[src/include/dspm_cfg.svh]
// dram strobe pin mux: register offsets, field positions and reset values
// assumes a 32-bit AXI4-Lite register bus with byte addresses
`ifndef DSPM_CFG_SVH
`define DSPM_CFG_SVH

// register bus address width and register offsets (byte addresses)
`define DSPM_ADDR_W        8
`define DSPM_CTRL_OFF      8'h00
`define DSPM_STAT_OFF      8'h04

// control register layout
`define DSPM_CTRL_W        10
`define DSPM_CTRL_RST      10'h000
`define DSPM_SER2_OE_BIT   0
`define DSPM_TMR2_EN_BIT   1
`define DSPM_TMR0_EN_BIT   2
`define DSPM_EXT_TRIG_BIT  3
`define DSPM_AIC_LSB       4
`define DSPM_AIC_W         4
`define DSPM_MODE_LSB      8

// bus answers
`define DSPM_RESP_OKAY     2'h0
`define DSPM_RESP_SLVERR   2'h2

`endif

[src/include/dspm_pkg.sv]
// dram strobe pin mux: shared types
// assumes dspm_cfg.svh supplies the numeric constants
package dspm_pkg;

	// data bus width and strobe arrangement of both dram areas
	typedef enum logic [1:0] {
		DSPM_BUS8       = 2'h0,
		DSPM_BUS16_2CAS = 2'h1,
		DSPM_BUS16_1CAS = 2'h2
	} dspm_bus_mode_t;

	// which function owns a shared pin
	typedef enum logic [1:0] {
		DSPM_SRC_PORT   = 2'h0,
		DSPM_SRC_PERA   = 2'h1,
		DSPM_SRC_PERB   = 2'h2,
		DSPM_SRC_INPUT  = 2'h3
	} dspm_pin_src_t;

endpackage : dspm_pkg

[src/dspm_sync.sv]
// dram strobe pin mux: two-flop synchroniser for pin levels
// assumes inputs are levels from outside the clk_sys domain
`timescale 1ns/1ps
`default_nettype none

module dspm_sync #(
	parameter int WIDTH = 1
) (
	input  wire logic             clk_sys,
	input  wire logic             resetn,
	input  wire logic [WIDTH-1:0] async_in,
	output logic      [WIDTH-1:0] sync_out
);

	logic [WIDTH-1:0] meta_q;

	// first stage feeds only the second stage, never any logic
	always_ff @(posedge clk_sys or negedge resetn) begin
		if (!resetn) begin
			meta_q   <= '0;
			sync_out <= '0;
		end else begin
			meta_q   <= async_in;
			sync_out <= meta_q;
		end
	end

endmodule : dspm_sync

`default_nettype wire

[src/dspm_top.sv]
// dram strobe pin mux: shared pin selection and dram strobe mapping
// assumes peripherals, port logic and bus controller run on clk_sys
//
// Implementation choices: the AXI4-Lite slave port and the register addresses.
`timescale 1ns/1ps
`default_nettype none
`include "dspm_cfg.svh"

module dspm_top import dspm_pkg::*; #(
	parameter int AN_COUNT = 4
) (
	input  wire logic                    clk_sys,
	input  wire logic                    resetn,
	input  wire logic [`DSPM_ADDR_W-1:0] s_axi_awaddr,
	input  wire logic                    s_axi_awvalid,
	output logic                         s_axi_awready,
	input  wire logic [31:0]             s_axi_wdata,
	input  wire logic [3:0]              s_axi_wstrb,
	input  wire logic                    s_axi_wvalid,
	output logic                         s_axi_wready,
	output logic [1:0]                   s_axi_bresp,
	output logic                         s_axi_bvalid,
	input  wire logic                    s_axi_bready,
	input  wire logic [`DSPM_ADDR_W-1:0] s_axi_araddr,
	input  wire logic                    s_axi_arvalid,
	output logic                         s_axi_arready,
	output logic [31:0]                  s_axi_rdata,
	output logic [1:0]                   s_axi_rresp,
	output logic                         s_axi_rvalid,
	input  wire logic                    s_axi_rready,
	input  wire logic                    serial2_tx_out,
	input  wire logic                    timer_out_two,
	input  wire logic                    timer_out_zero,
	input  wire logic                    port_f_bit_six_dat,
	input  wire logic                    port_f_bit_six_dir,
	input  wire logic                    port_f_bit_seven_dat,
	input  wire logic                    port_f_bit_seven_dir,
	input  wire logic                    pf6_pin_i,
	output logic                         pf6_pin_o,
	output logic                         pf6_pin_oe,
	input  wire logic                    pf7_pin_i,
	output logic                         pf7_pin_o,
	output logic                         pf7_pin_oe,
	input  wire logic [AN_COUNT-1:0]     analog_pin_i,
	output logic                         port_f_bit_six_in,
	output logic                         port_f_bit_seven_in,
	output logic                         converter_ext_trigger,
	output logic [AN_COUNT-1:0]          analog_inputs_en,
	output logic [AN_COUNT-1:0]          analog_digital_in,
	input  wire logic                    dram_ras4_req,
	input  wire logic                    dram_ras5_req,
	input  wire logic                    dram_cas_req,
	input  wire logic                    dram_we_req,
	input  wire logic                    dram_addr0,
	output logic                         row_strobe_area4_n,
	output logic                         row_strobe_area5_n,
	output logic                         area4_low_lane_select_n,
	output logic                         area4_high_lane_select_n,
	output logic                         area5_low_lane_select_n,
	output logic                         area5_high_lane_select_n,
	output logic                         area4_write_enable_n,
	output logic                         area5_write_enable_n
);

	// the select register field is four bits wide
	if (AN_COUNT < 1 || AN_COUNT > `DSPM_AIC_W) begin : g_bad_an_count
		$error("AN_COUNT must lie between 1 and 4");
	end

	// word-aligned register match, shared by the write and read paths
	function automatic logic reg_hit(input logic [`DSPM_ADDR_W-1:0] addr,
		input logic [`DSPM_ADDR_W-1:0] off);
		return addr[`DSPM_ADDR_W-1:2] == off[`DSPM_ADDR_W-1:2];
	endfunction : reg_hit

	// per-area strobe map: {low lane select, high lane select, write enable}
	function automatic logic [2:0] lane_map(input dspm_bus_mode_t mode, input logic cas,
		input logic we, input logic a0);
		logic [2:0] m;
		m = 3'h0;
		case (mode)
			DSPM_BUS16_2CAS: m = {cas & ~a0, cas & a0, we};
			DSPM_BUS16_1CAS: m = {cas, we & ~a0, we & a0};
			default:         m = {cas, cas, we};
		endcase
		return m;
	endfunction : lane_map

	logic [`DSPM_CTRL_W-1:0]  ctrl_q;
	logic [`DSPM_ADDR_W-1:0]  aw_addr_q;
	logic [31:0]              w_data_q;
	logic [3:0]               w_strb_q;
	logic                     aw_got_q;
	logic                     w_got_q;
	logic                     pf7_prev_q;
	logic [AN_COUNT+1:0]      pins_sync;
	logic                     pf6_sync;
	logic                     pf7_sync;
	logic [AN_COUNT-1:0]      an_sync;

	// pin levels come from outside the clock domain
	dspm_sync #(
		.WIDTH    (AN_COUNT + 2)
	) u_pin_sync (
		.clk_sys  (clk_sys),
		.resetn   (resetn),
		.async_in ({analog_pin_i, pf7_pin_i, pf6_pin_i}),
		.sync_out (pins_sync)
	);

	assign pf6_sync = pins_sync[0];
	assign pf7_sync = pins_sync[1];
	assign an_sync  = pins_sync[AN_COUNT+1:2];

	// control fields
	logic                 ser2_oe;
	logic                 tmr2_en;
	logic                 tmr0_en;
	logic                 ext_trig;
	logic [AN_COUNT-1:0]  aic_sel;
	dspm_bus_mode_t       bus_mode;

	assign ser2_oe  = ctrl_q[`DSPM_SER2_OE_BIT];
	assign tmr2_en  = ctrl_q[`DSPM_TMR2_EN_BIT];
	assign tmr0_en  = ctrl_q[`DSPM_TMR0_EN_BIT];
	assign ext_trig = ctrl_q[`DSPM_EXT_TRIG_BIT];
	assign aic_sel  = ctrl_q[`DSPM_AIC_LSB +: AN_COUNT];
	assign bus_mode = dspm_bus_mode_t'(ctrl_q[`DSPM_MODE_LSB +: 2]);

	// shared pin six: serial data first, then timer two, then the port
	dspm_pin_src_t  pf6_src;
	logic           pf6_o_d;
	logic           pf6_oe_d;

	assign pf6_src  = ser2_oe ? DSPM_SRC_PERA : (tmr2_en ? DSPM_SRC_PERB : DSPM_SRC_PORT);
	assign pf6_o_d  = ser2_oe ? serial2_tx_out
		: (tmr2_en ? timer_out_two : port_f_bit_six_dat);
	assign pf6_oe_d = ser2_oe | tmr2_en | port_f_bit_six_dir;

	// shared pin seven: timer zero wins; an external trigger keeps the pin an input
	dspm_pin_src_t  pf7_src;
	logic           pf7_o_d;
	logic           pf7_oe_d;

	assign pf7_src  = tmr0_en ? DSPM_SRC_PERA : (ext_trig ? DSPM_SRC_INPUT : DSPM_SRC_PORT);
	assign pf7_o_d  = tmr0_en ? timer_out_zero : port_f_bit_seven_dat;
	assign pf7_oe_d = tmr0_en | (~ext_trig & port_f_bit_seven_dir);

	// rising edge on the synchronised trigger pin; a driven timer output
	// also reaches it, which software must intend
	logic           conv_start_d;

	assign conv_start_d = ext_trig & pf7_sync & ~pf7_prev_q;

	// digital read of a converter pin is forced low while it is analog
	logic [AN_COUNT-1:0] an_dig_d;

	assign an_dig_d = an_sync & ~aic_sel;

	// dram strobes, active high before inversion at the pin
	logic [2:0]     area4_map;
	logic [2:0]     area5_map;

	assign area4_map = lane_map(bus_mode, dram_cas_req & dram_ras4_req, dram_we_req & dram_ras4_req, dram_addr0);
	assign area5_map = lane_map(bus_mode, dram_cas_req & dram_ras5_req, dram_we_req & dram_ras5_req, dram_addr0);

	// pin and strobe registers; strobes idle high
	always_ff @(posedge clk_sys or negedge resetn) begin
		if (!resetn) begin
			pf6_pin_o                <= 1'b0;
			pf6_pin_oe               <= 1'b0;
			pf7_pin_o                <= 1'b0;
			pf7_pin_oe               <= 1'b0;
			pf7_prev_q               <= 1'b0;
			port_f_bit_six_in        <= 1'b0;
			port_f_bit_seven_in      <= 1'b0;
			converter_ext_trigger    <= 1'b0;
			analog_inputs_en         <= '0;
			analog_digital_in        <= '0;
			row_strobe_area4_n       <= 1'b1;
			row_strobe_area5_n       <= 1'b1;
			area4_low_lane_select_n  <= 1'b1;
			area4_high_lane_select_n <= 1'b1;
			area4_write_enable_n     <= 1'b1;
			area5_low_lane_select_n  <= 1'b1;
			area5_high_lane_select_n <= 1'b1;
			area5_write_enable_n     <= 1'b1;
		end else begin
			pf6_pin_o                <= pf6_o_d;
			pf6_pin_oe               <= pf6_oe_d;
			pf7_pin_o                <= pf7_o_d;
			pf7_pin_oe               <= pf7_oe_d;
			pf7_prev_q               <= pf7_sync;
			port_f_bit_six_in        <= pf6_sync;
			port_f_bit_seven_in      <= pf7_sync;
			converter_ext_trigger    <= conv_start_d;
			analog_inputs_en         <= aic_sel;
			analog_digital_in        <= an_dig_d;
			row_strobe_area4_n       <= ~dram_ras4_req;
			row_strobe_area5_n       <= ~dram_ras5_req;
			area4_low_lane_select_n  <= ~area4_map[2];
			area4_high_lane_select_n <= ~area4_map[1];
			area4_write_enable_n     <= ~area4_map[0];
			area5_low_lane_select_n  <= ~area5_map[2];
			area5_high_lane_select_n <= ~area5_map[1];
			area5_write_enable_n     <= ~area5_map[0];
		end
	end

	// register bus: write commits once address and data are both held
	logic                     do_write;
	logic                     wr_ctrl;
	logic                     wr_hit;
	logic [31:0]              wmask;
	logic [`DSPM_CTRL_W-1:0]  ctrl_d;

	assign do_write = aw_got_q & w_got_q & ~s_axi_bvalid;
	assign wr_hit   = reg_hit(aw_addr_q, `DSPM_CTRL_OFF) | reg_hit(aw_addr_q, `DSPM_STAT_OFF);
	assign wr_ctrl  = do_write & reg_hit(aw_addr_q, `DSPM_CTRL_OFF);
	assign wmask    = {{8{w_strb_q[3]}}, {8{w_strb_q[2]}}, {8{w_strb_q[1]}}, {8{w_strb_q[0]}}};
	assign ctrl_d   = (ctrl_q & ~wmask[`DSPM_CTRL_W-1:0]) | (w_data_q[`DSPM_CTRL_W-1:0] & wmask[`DSPM_CTRL_W-1:0]);

	// read data: status shows who owns each pin and the live pin levels
	logic [31:0]    status_w;
	logic [31:0]    rd_data;
	logic           rd_hit;

	assign status_w = {20'h0_0000, 4'(analog_digital_in), 2'h0, pf7_sync, pf6_sync, pf7_src, pf6_src};
	assign rd_hit   = reg_hit(s_axi_araddr, `DSPM_CTRL_OFF) | reg_hit(s_axi_araddr, `DSPM_STAT_OFF);
	assign rd_data  = reg_hit(s_axi_araddr, `DSPM_CTRL_OFF) ? 32'(ctrl_q)
		: (reg_hit(s_axi_araddr, `DSPM_STAT_OFF) ? status_w : 32'h0000_0000);

	// write channels are taken independently; ready drops until the response is taken
	always_ff @(posedge clk_sys or negedge resetn) begin
		if (!resetn) begin
			s_axi_awready <= 1'b1;
			s_axi_wready  <= 1'b1;
			s_axi_bvalid  <= 1'b0;
			s_axi_bresp   <= `DSPM_RESP_OKAY;
			aw_got_q      <= 1'b0;
			w_got_q       <= 1'b0;
			aw_addr_q     <= '0;
			w_data_q      <= 32'h0000_0000;
			w_strb_q      <= 4'h0;
			ctrl_q        <= `DSPM_CTRL_RST;
		end else begin
			if (s_axi_awvalid && s_axi_awready) begin
				aw_got_q      <= 1'b1;
				aw_addr_q     <= s_axi_awaddr;
				s_axi_awready <= 1'b0;
			end
			if (s_axi_wvalid && s_axi_wready) begin
				w_got_q      <= 1'b1;
				w_data_q     <= s_axi_wdata;
				w_strb_q     <= s_axi_wstrb;
				s_axi_wready <= 1'b0;
			end
			if (do_write) begin
				aw_got_q     <= 1'b0;
				w_got_q      <= 1'b0;
				s_axi_bvalid <= 1'b1;
				s_axi_bresp  <= wr_hit ? `DSPM_RESP_OKAY : `DSPM_RESP_SLVERR;
			end
			if (wr_ctrl) begin
				ctrl_q <= ctrl_d;
			end
			if (s_axi_bvalid && s_axi_bready) begin
				s_axi_bvalid  <= 1'b0;
				s_axi_awready <= 1'b1;
				s_axi_wready  <= 1'b1;
			end
		end
	end

	// one read at a time; data is captured from the address as it is taken
	always_ff @(posedge clk_sys or negedge resetn) begin
		if (!resetn) begin
			s_axi_arready <= 1'b1;
			s_axi_rvalid  <= 1'b0;
			s_axi_rdata   <= 32'h0000_0000;
			s_axi_rresp   <= `DSPM_RESP_OKAY;
		end else if (s_axi_arvalid && s_axi_arready) begin
			s_axi_arready <= 1'b0;
			s_axi_rvalid  <= 1'b1;
			s_axi_rdata   <= rd_data;
			s_axi_rresp   <= rd_hit ? `DSPM_RESP_OKAY : `DSPM_RESP_SLVERR;
		end else if (s_axi_rvalid && s_axi_rready) begin
			s_axi_rvalid  <= 1'b0;
			s_axi_arready <= 1'b1;
		end
	end

	// checks on pin ownership and strobe mapping
	a_periph_prio_six: assert property (
		@(posedge clk_sys) disable iff (!resetn)
		ser2_oe |=> (pf6_pin_oe && pf6_pin_o == $past(serial2_tx_out)))
		else $error("pin six not driven by serial data");

	a_serial_gate_off: assert property (
		@(posedge clk_sys) disable iff (!resetn)
		(!ser2_oe && !tmr2_en && !port_f_bit_six_dir) |=> !pf6_pin_oe)
		else $error("pin six driven with all owners off");

	a_port_six_sel: assert property (
		@(posedge clk_sys) disable iff (!resetn)
		(!ser2_oe && !tmr2_en) |=> (pf6_pin_o == $past(port_f_bit_six_dat) && pf6_pin_oe == $past(port_f_bit_six_dir)))
		else $error("pin six not following the port");

	a_port_seven_sel: assert property (
		@(posedge clk_sys) disable iff (!resetn)
		(!tmr0_en && !ext_trig) |=> (pf7_pin_oe == $past(port_f_bit_seven_dir) && pf7_pin_o == $past(port_f_bit_seven_dat)))
		else $error("pin seven not following the port");

	a_trig_start_sel: assert property (
		@(posedge clk_sys) disable iff (!resetn)
		converter_ext_trigger |-> ($past(ext_trig) && $past(pf7_sync) && !$past(pf7_sync, 2)))
		else $error("converter start without selected trigger edge");

	a_trig_pin_input: assert property (
		@(posedge clk_sys) disable iff (!resetn)
		(ext_trig && !tmr0_en) |=> !pf7_pin_oe)
		else $error("trigger pin driven while selected as input");

	a_analog_mask_sel: assert property (
		@(posedge clk_sys) disable iff (!resetn)
		(analog_digital_in & analog_inputs_en) == '0)
		else $error("analog pin seen as digital input");

	a_lane_low_cas: assert property (
		@(posedge clk_sys) disable iff (!resetn)
		(bus_mode == DSPM_BUS16_2CAS && dram_ras4_req && dram_cas_req)
		|=> (area4_low_lane_select_n == $past(dram_addr0) && area4_high_lane_select_n == !$past(dram_addr0)))
		else $error("area four column strobe lane wrong");

	a_single_cas_we: assert property (
		@(posedge clk_sys) disable iff (!resetn)
		(bus_mode == DSPM_BUS16_1CAS && dram_ras5_req && dram_we_req && dram_cas_req)
		|=> (!area5_low_lane_select_n && area5_high_lane_select_n == $past(dram_addr0)
			&& area5_write_enable_n == !$past(dram_addr0)))
		else $error("area five write enable split wrong");

	a_row_strobe_map: assert property (
		@(posedge clk_sys) disable iff (!resetn)
		##1 (row_strobe_area4_n == !$past(dram_ras4_req) && row_strobe_area5_n == !$past(dram_ras5_req)))
		else $error("row strobe on wrong area pin");

	a_byte_bus_cas: assert property (
		@(posedge clk_sys) disable iff (!resetn)
		(bus_mode == DSPM_BUS8 && dram_ras5_req && dram_cas_req && dram_we_req)
		|=> (!area5_low_lane_select_n && !area5_high_lane_select_n && !area5_write_enable_n))
		else $error("8-bit bus strobes not merged");

endmodule : dspm_top

`default_nettype wire
[config.mk]
export PLATFORM = sky130hd
export DESIGN_NAME = dspm_top
export DESIGN_NICKNAME = d
export VERILOG_FILES = /design/src/include/dspm_pkg.sv /design/src/dspm_sync.sv /design/src/dspm_top.sv
export VERILOG_INCLUDE_DIRS = /design/src /design/src/include
export SDC_FILE = /design/constraint.sdc
export NUM_CORES = 1
export LEC_CHECK = 0
export BUFFER_PORTS_ARGS = -buffer_cell sky130_fd_sc_hd__buf_2
export CAP_MARGIN = 40
export CORE_MARGIN = 2
export CORE_UTILIZATION = 50
export CTS_BUF_LIST = sky130_fd_sc_hd__clkbuf_16
export CTS_CLUSTER_SIZE = 25
export DETAILED_ROUTE_END_ITERATION = 10
export PLACE_DENSITY = 0.84
export SLEW_MARGIN = 20
export SYNTH_ARGS = -nofsm -noshare
export SYNTH_HDL_FRONTEND = slang
export SYNTH_SLANG_ARGS = --single-unit
export TNS_END_PERCENT = 30
[constraint.sdc]
create_clock -name clk_sys -period 2.15 [get_ports clk_sys]
set_input_delay 0.1075 -clock clk_sys [delete_from_list [all_inputs] [get_ports clk_sys]]
set_output_delay 0.1075 -clock clk_sys [all_outputs]
set_load 0.03 [all_outputs]
==> impl_summary.txt <==
----------------------------------------------------
[Status]
  Run status ... complete, no violations

[Layout]
  Ratio of cells with drive above 1 in the final layout ... 0.415
  Net count, final ... 438
  Post-synthesis to final-layout area growth ... 29.4%
  Post-Route Utilization ... 0.662
  Diodes inserted ... 0
  FILL cells ... approximately 480
  Final Instance Area ... 4180 um2

[Power and ir drop]
  Power density of the placed cells ... around 1100 nW/um2
  Part of the power in combinational logic ... 0.203
  Proportion of total power due to net switching ... 0.284
  Clock group share of total power ... 0.319
  Worst supply voltage drop on vdd ... 733 uV
  Leakage power total ... approximately 2.1 nW
  Part of the total power dissipated in sequential elements ... 0.478
  Switching pwr ... about 0.0013 W
  Power Internal ... 0.00321 W

[Synthesis]
  Count of synthesis-stage warnings from yosys ... 0
  Synth Cell Area ... 3230 um2
  FFs w/ async S/R, synth ... 1.00
  Count of flip-flops with a built-in enable after synthesis ... 0
  Syn avg cell area ... 13.3 um2
  Sequential area share after synthesis ... 0.655
  Number of synthesized register bits ... 84
  Number of instances in the synthesized netlist ... 242
  Prevailing post-synth register cell ... dfrtp_1
  Count of cell types in the netlist ... 32

[Route]
  TritonRoute pass-1 iters ... 2
  Post-detailed-route count of antenna-violating nets ... 0
  Final Routed Wirelength ... 5.76 mm
  Routed wirelength normalized by instance count ... 13.1 um
  Starting DRC count in detailed routing ... just under 60
  Total via count after detailed routing ... 2074
  Post-DR vias/cell ... 4.70
  # DRC ... 0

[Clock tree]
  TritonCTS clock tree ... done
  Number of buffers created by CTS ... 9
  Clock-pin transition on the worst setup and hold timing paths ... roughly 60 ps
  Clock insertion delay at the later pin of the skew report ... 320 ps
  CTS Root Cell ... clkbuf_16
  Number of clock sinks seen by CTS ... 84
  Deepest clock path buffer count ... 2
  Count of H-tree levels built during CTS ... 3

[Min path]
  Origin of the worst min-delay path ... s_axi_awaddr[3]
  Min-Delay Path Depth ... 2
  End point of the most critical hold path ... aw_addr_q[3]
  Path class of the lowest-slack min-delay path ... in2reg

[Worst setup path]
  Endpoint kind of the worst setup timing path ... register
  Worst Setup Start Kind ... register
  Classification of the worst setup path ... reg2reg
  Reg-to-reg slack, setup ... 690 ps
  Arrival time at the worst endpoint ... 1660 ps
  Endpoint required time on the critical path ... 2350 ps
  Depth of the worst register-to-register path ... 3
  Largest driver fanout on the critical path ... 8
  Launching point of the worst reg2reg path ... aw_addr_q[5]

[Global route]
  Via count of the first global-routing pass ... roughly 2100
  Congestion Overflow GR ... 0
  Largest net degree at the start of global routing ... 50
  Global router's overall resource usage ... 0.177
  Antenna violations before repair ... 0
  Wire length of the first global-routing pass ... 9.78 mm

[Timing]
  Total setup violations reported at the end of the flow ... 0
  Final Hold Violating Endpoints ... 0
  Final critical path time including I/O delays and setup ... between 1000 and 1500 ps
  Setup repair after global routing missed its margin ... false
  Final period utilization ... 0.679
  Maximum clock frequency ... 685 MHz
  Total Neg Setup Slack ... 0 ps
  Relative slew margins ... 0.615
  Worst path setup slack after routing ... 689 ps
  Worst-margin pin slew ... 575 ps
  Final hold slack ... 15.3 ps
  Max-slew violation count ... 0
  Fin Clk Skew ... 3.40 ps

[Placed design]
  DP Area ... 3720 um2
  Worst slack at placement ... 673 ps
  Global placement routability congestion ... 0.759
  Input/output buffers ... 90
  Total half-perimeter wirelength after legalization and detailed placement ... 4.11 mm

[Floorplan]
  Initial Utilization ... 0.511
  Die Footprint ... 7110 um2
  # rows ... 29
  DIE WIDTH ... about 84 um
  Placeable core region ... between 6000 and 7000 um2
  Num ports ... 141
  Die Ht ... 84.4 um

[Job]
  Number of maximum-capacitance constraint violations ... 0

----------------------------------------------------
## metrics by stage
step	power (W)	std cells
after global placement	0.00302	407
after floorplan	0.00281	263
after CTS	0.00454	441
after detailed placement	0.00307	408
final	0.00449	441
after global routing	0.00474	441
## repair_timing
action,CTS,global route
hold buffers,17,0
buffers inserted,0,0
hold endpoints to repair,47,0
gates resized for setup,0,0
## cell families (layout without fill, tap and decap cells)
logic type / Yosys count / count (layout) / share of synthesized area
and+or+nand+nor: 54 / 54 / 0.0930
adders and majority gates: 2 / 2 / 0.00775
AOI/OAI and AO/OA: 29 / 29 / 0.0539
buffers and inverters: 37 / 138 / 0.0690
DFF: 84 / 84 / 0.655
other: 1 / 22 / 0.00116
muxes: 35 / 35 / 0.120
## layout by cell type, fill, tap and decap left out, drive strengths merged, types with 2 or more instances in the layout
| cell type | Yosys | final |
|---|---|---|
| buf | 23 | 94 |
| mux2 | 29 | 29 |
| inv | 11 | 11 |
| nor2b | 6 | 6 |
| nor2 | 3 | 3 |
| conb | 1 | 22 |
| clkinv | 0 | 6 |
| clkbuf | 3 | 9 |
| nand2 | 29 | 29 |
| dfrtp | 73 | 73 |
| dlygate4sd3 | 0 | 17 |
| a21oi | 3 | 3 |
| dfstp | 11 | 11 |
| o21ai | 15 | 15 |
| nand4 | 3 | 3 |
| mux2i | 6 | 6 |
| nand3 | 3 | 3 |
| o31ai | 7 | 7 |
| nand4b | 2 | 2 |
| ha | 2 | 2 |
## cell usage after synthesis, drive strengths merged (2+ instances only)
master	instances	area share
dfrtp	73	0.57
mux2	29	0.10
nand2	29	0.034
buf	23	0.053
o21ai	15	0.023
dfstp	11	0.090
inv	11	0.013
o31ai	7	0.016
mux2i	6	0.019
nor2b	6	0.012
a21oi	3	0.0046
clkbuf	3	0.0035
nand3	3	0.0046
nand4	3	0.0058
nor2	3	0.0035
ha	2	0.0078
nand4b	2	0.010
## power by group through the flow
| stage | clock network (W) | registers (W) | logic (W) |
|---|---|---|---|
| floorplan | 0 | 0.00233 | 0.000475 |
| global placement | 0 | 0.00216 | 0.000859 |
| detailed placement | 0 | 0.00218 | 0.000893 |
| CTS | 0.00147 | 0.00215 | 0.000925 |
| global route | 0.00154 | 0.00220 | 0.00100 |
| finish | 0.00143 | 0.00214 | 0.000913 |
## worst max path at each step
| stage | endpoint | start |
|---|---|---|
| finish | register | aw_addr_q[5] |
| global route | register | aw_addr_q[5] |
| floorplan | register | s_axi_bvalid |
| detailed placement | register | aw_addr_q[5] |
| CTS | register | aw_addr_q[5] |
| global placement | register | aw_addr_q[5] |
## worst max-delay path, cell delays in order (launching register included)
cell      delay [ps]
dfrtp_1          400
nor4_4           360
nand4b_4         250
mux2_2           330
## per-layer routing
metal,global-route usage,vias up,part of all wire
met5,0,-,0
met4,0.0837,0,0.013
met3,0.0364,6,0.047
met2,0.291,64,0.50
met1,0.228,988,0.44
li1,-,1016,-
## cell type report
type                       instances  area, um2  share of cell area
timing repair buffer             111        673               0.161
sequential                        84       2120               0.506
clock buffer                       9        225              0.0539
tap                               77       96.3              0.0231
multi-input combinational        142        968               0.232
inverter                          11       41.3             0.00988
clock inverter                     7       57.6              0.0138
Note: power is estimated with default switching activity, not from simulation.
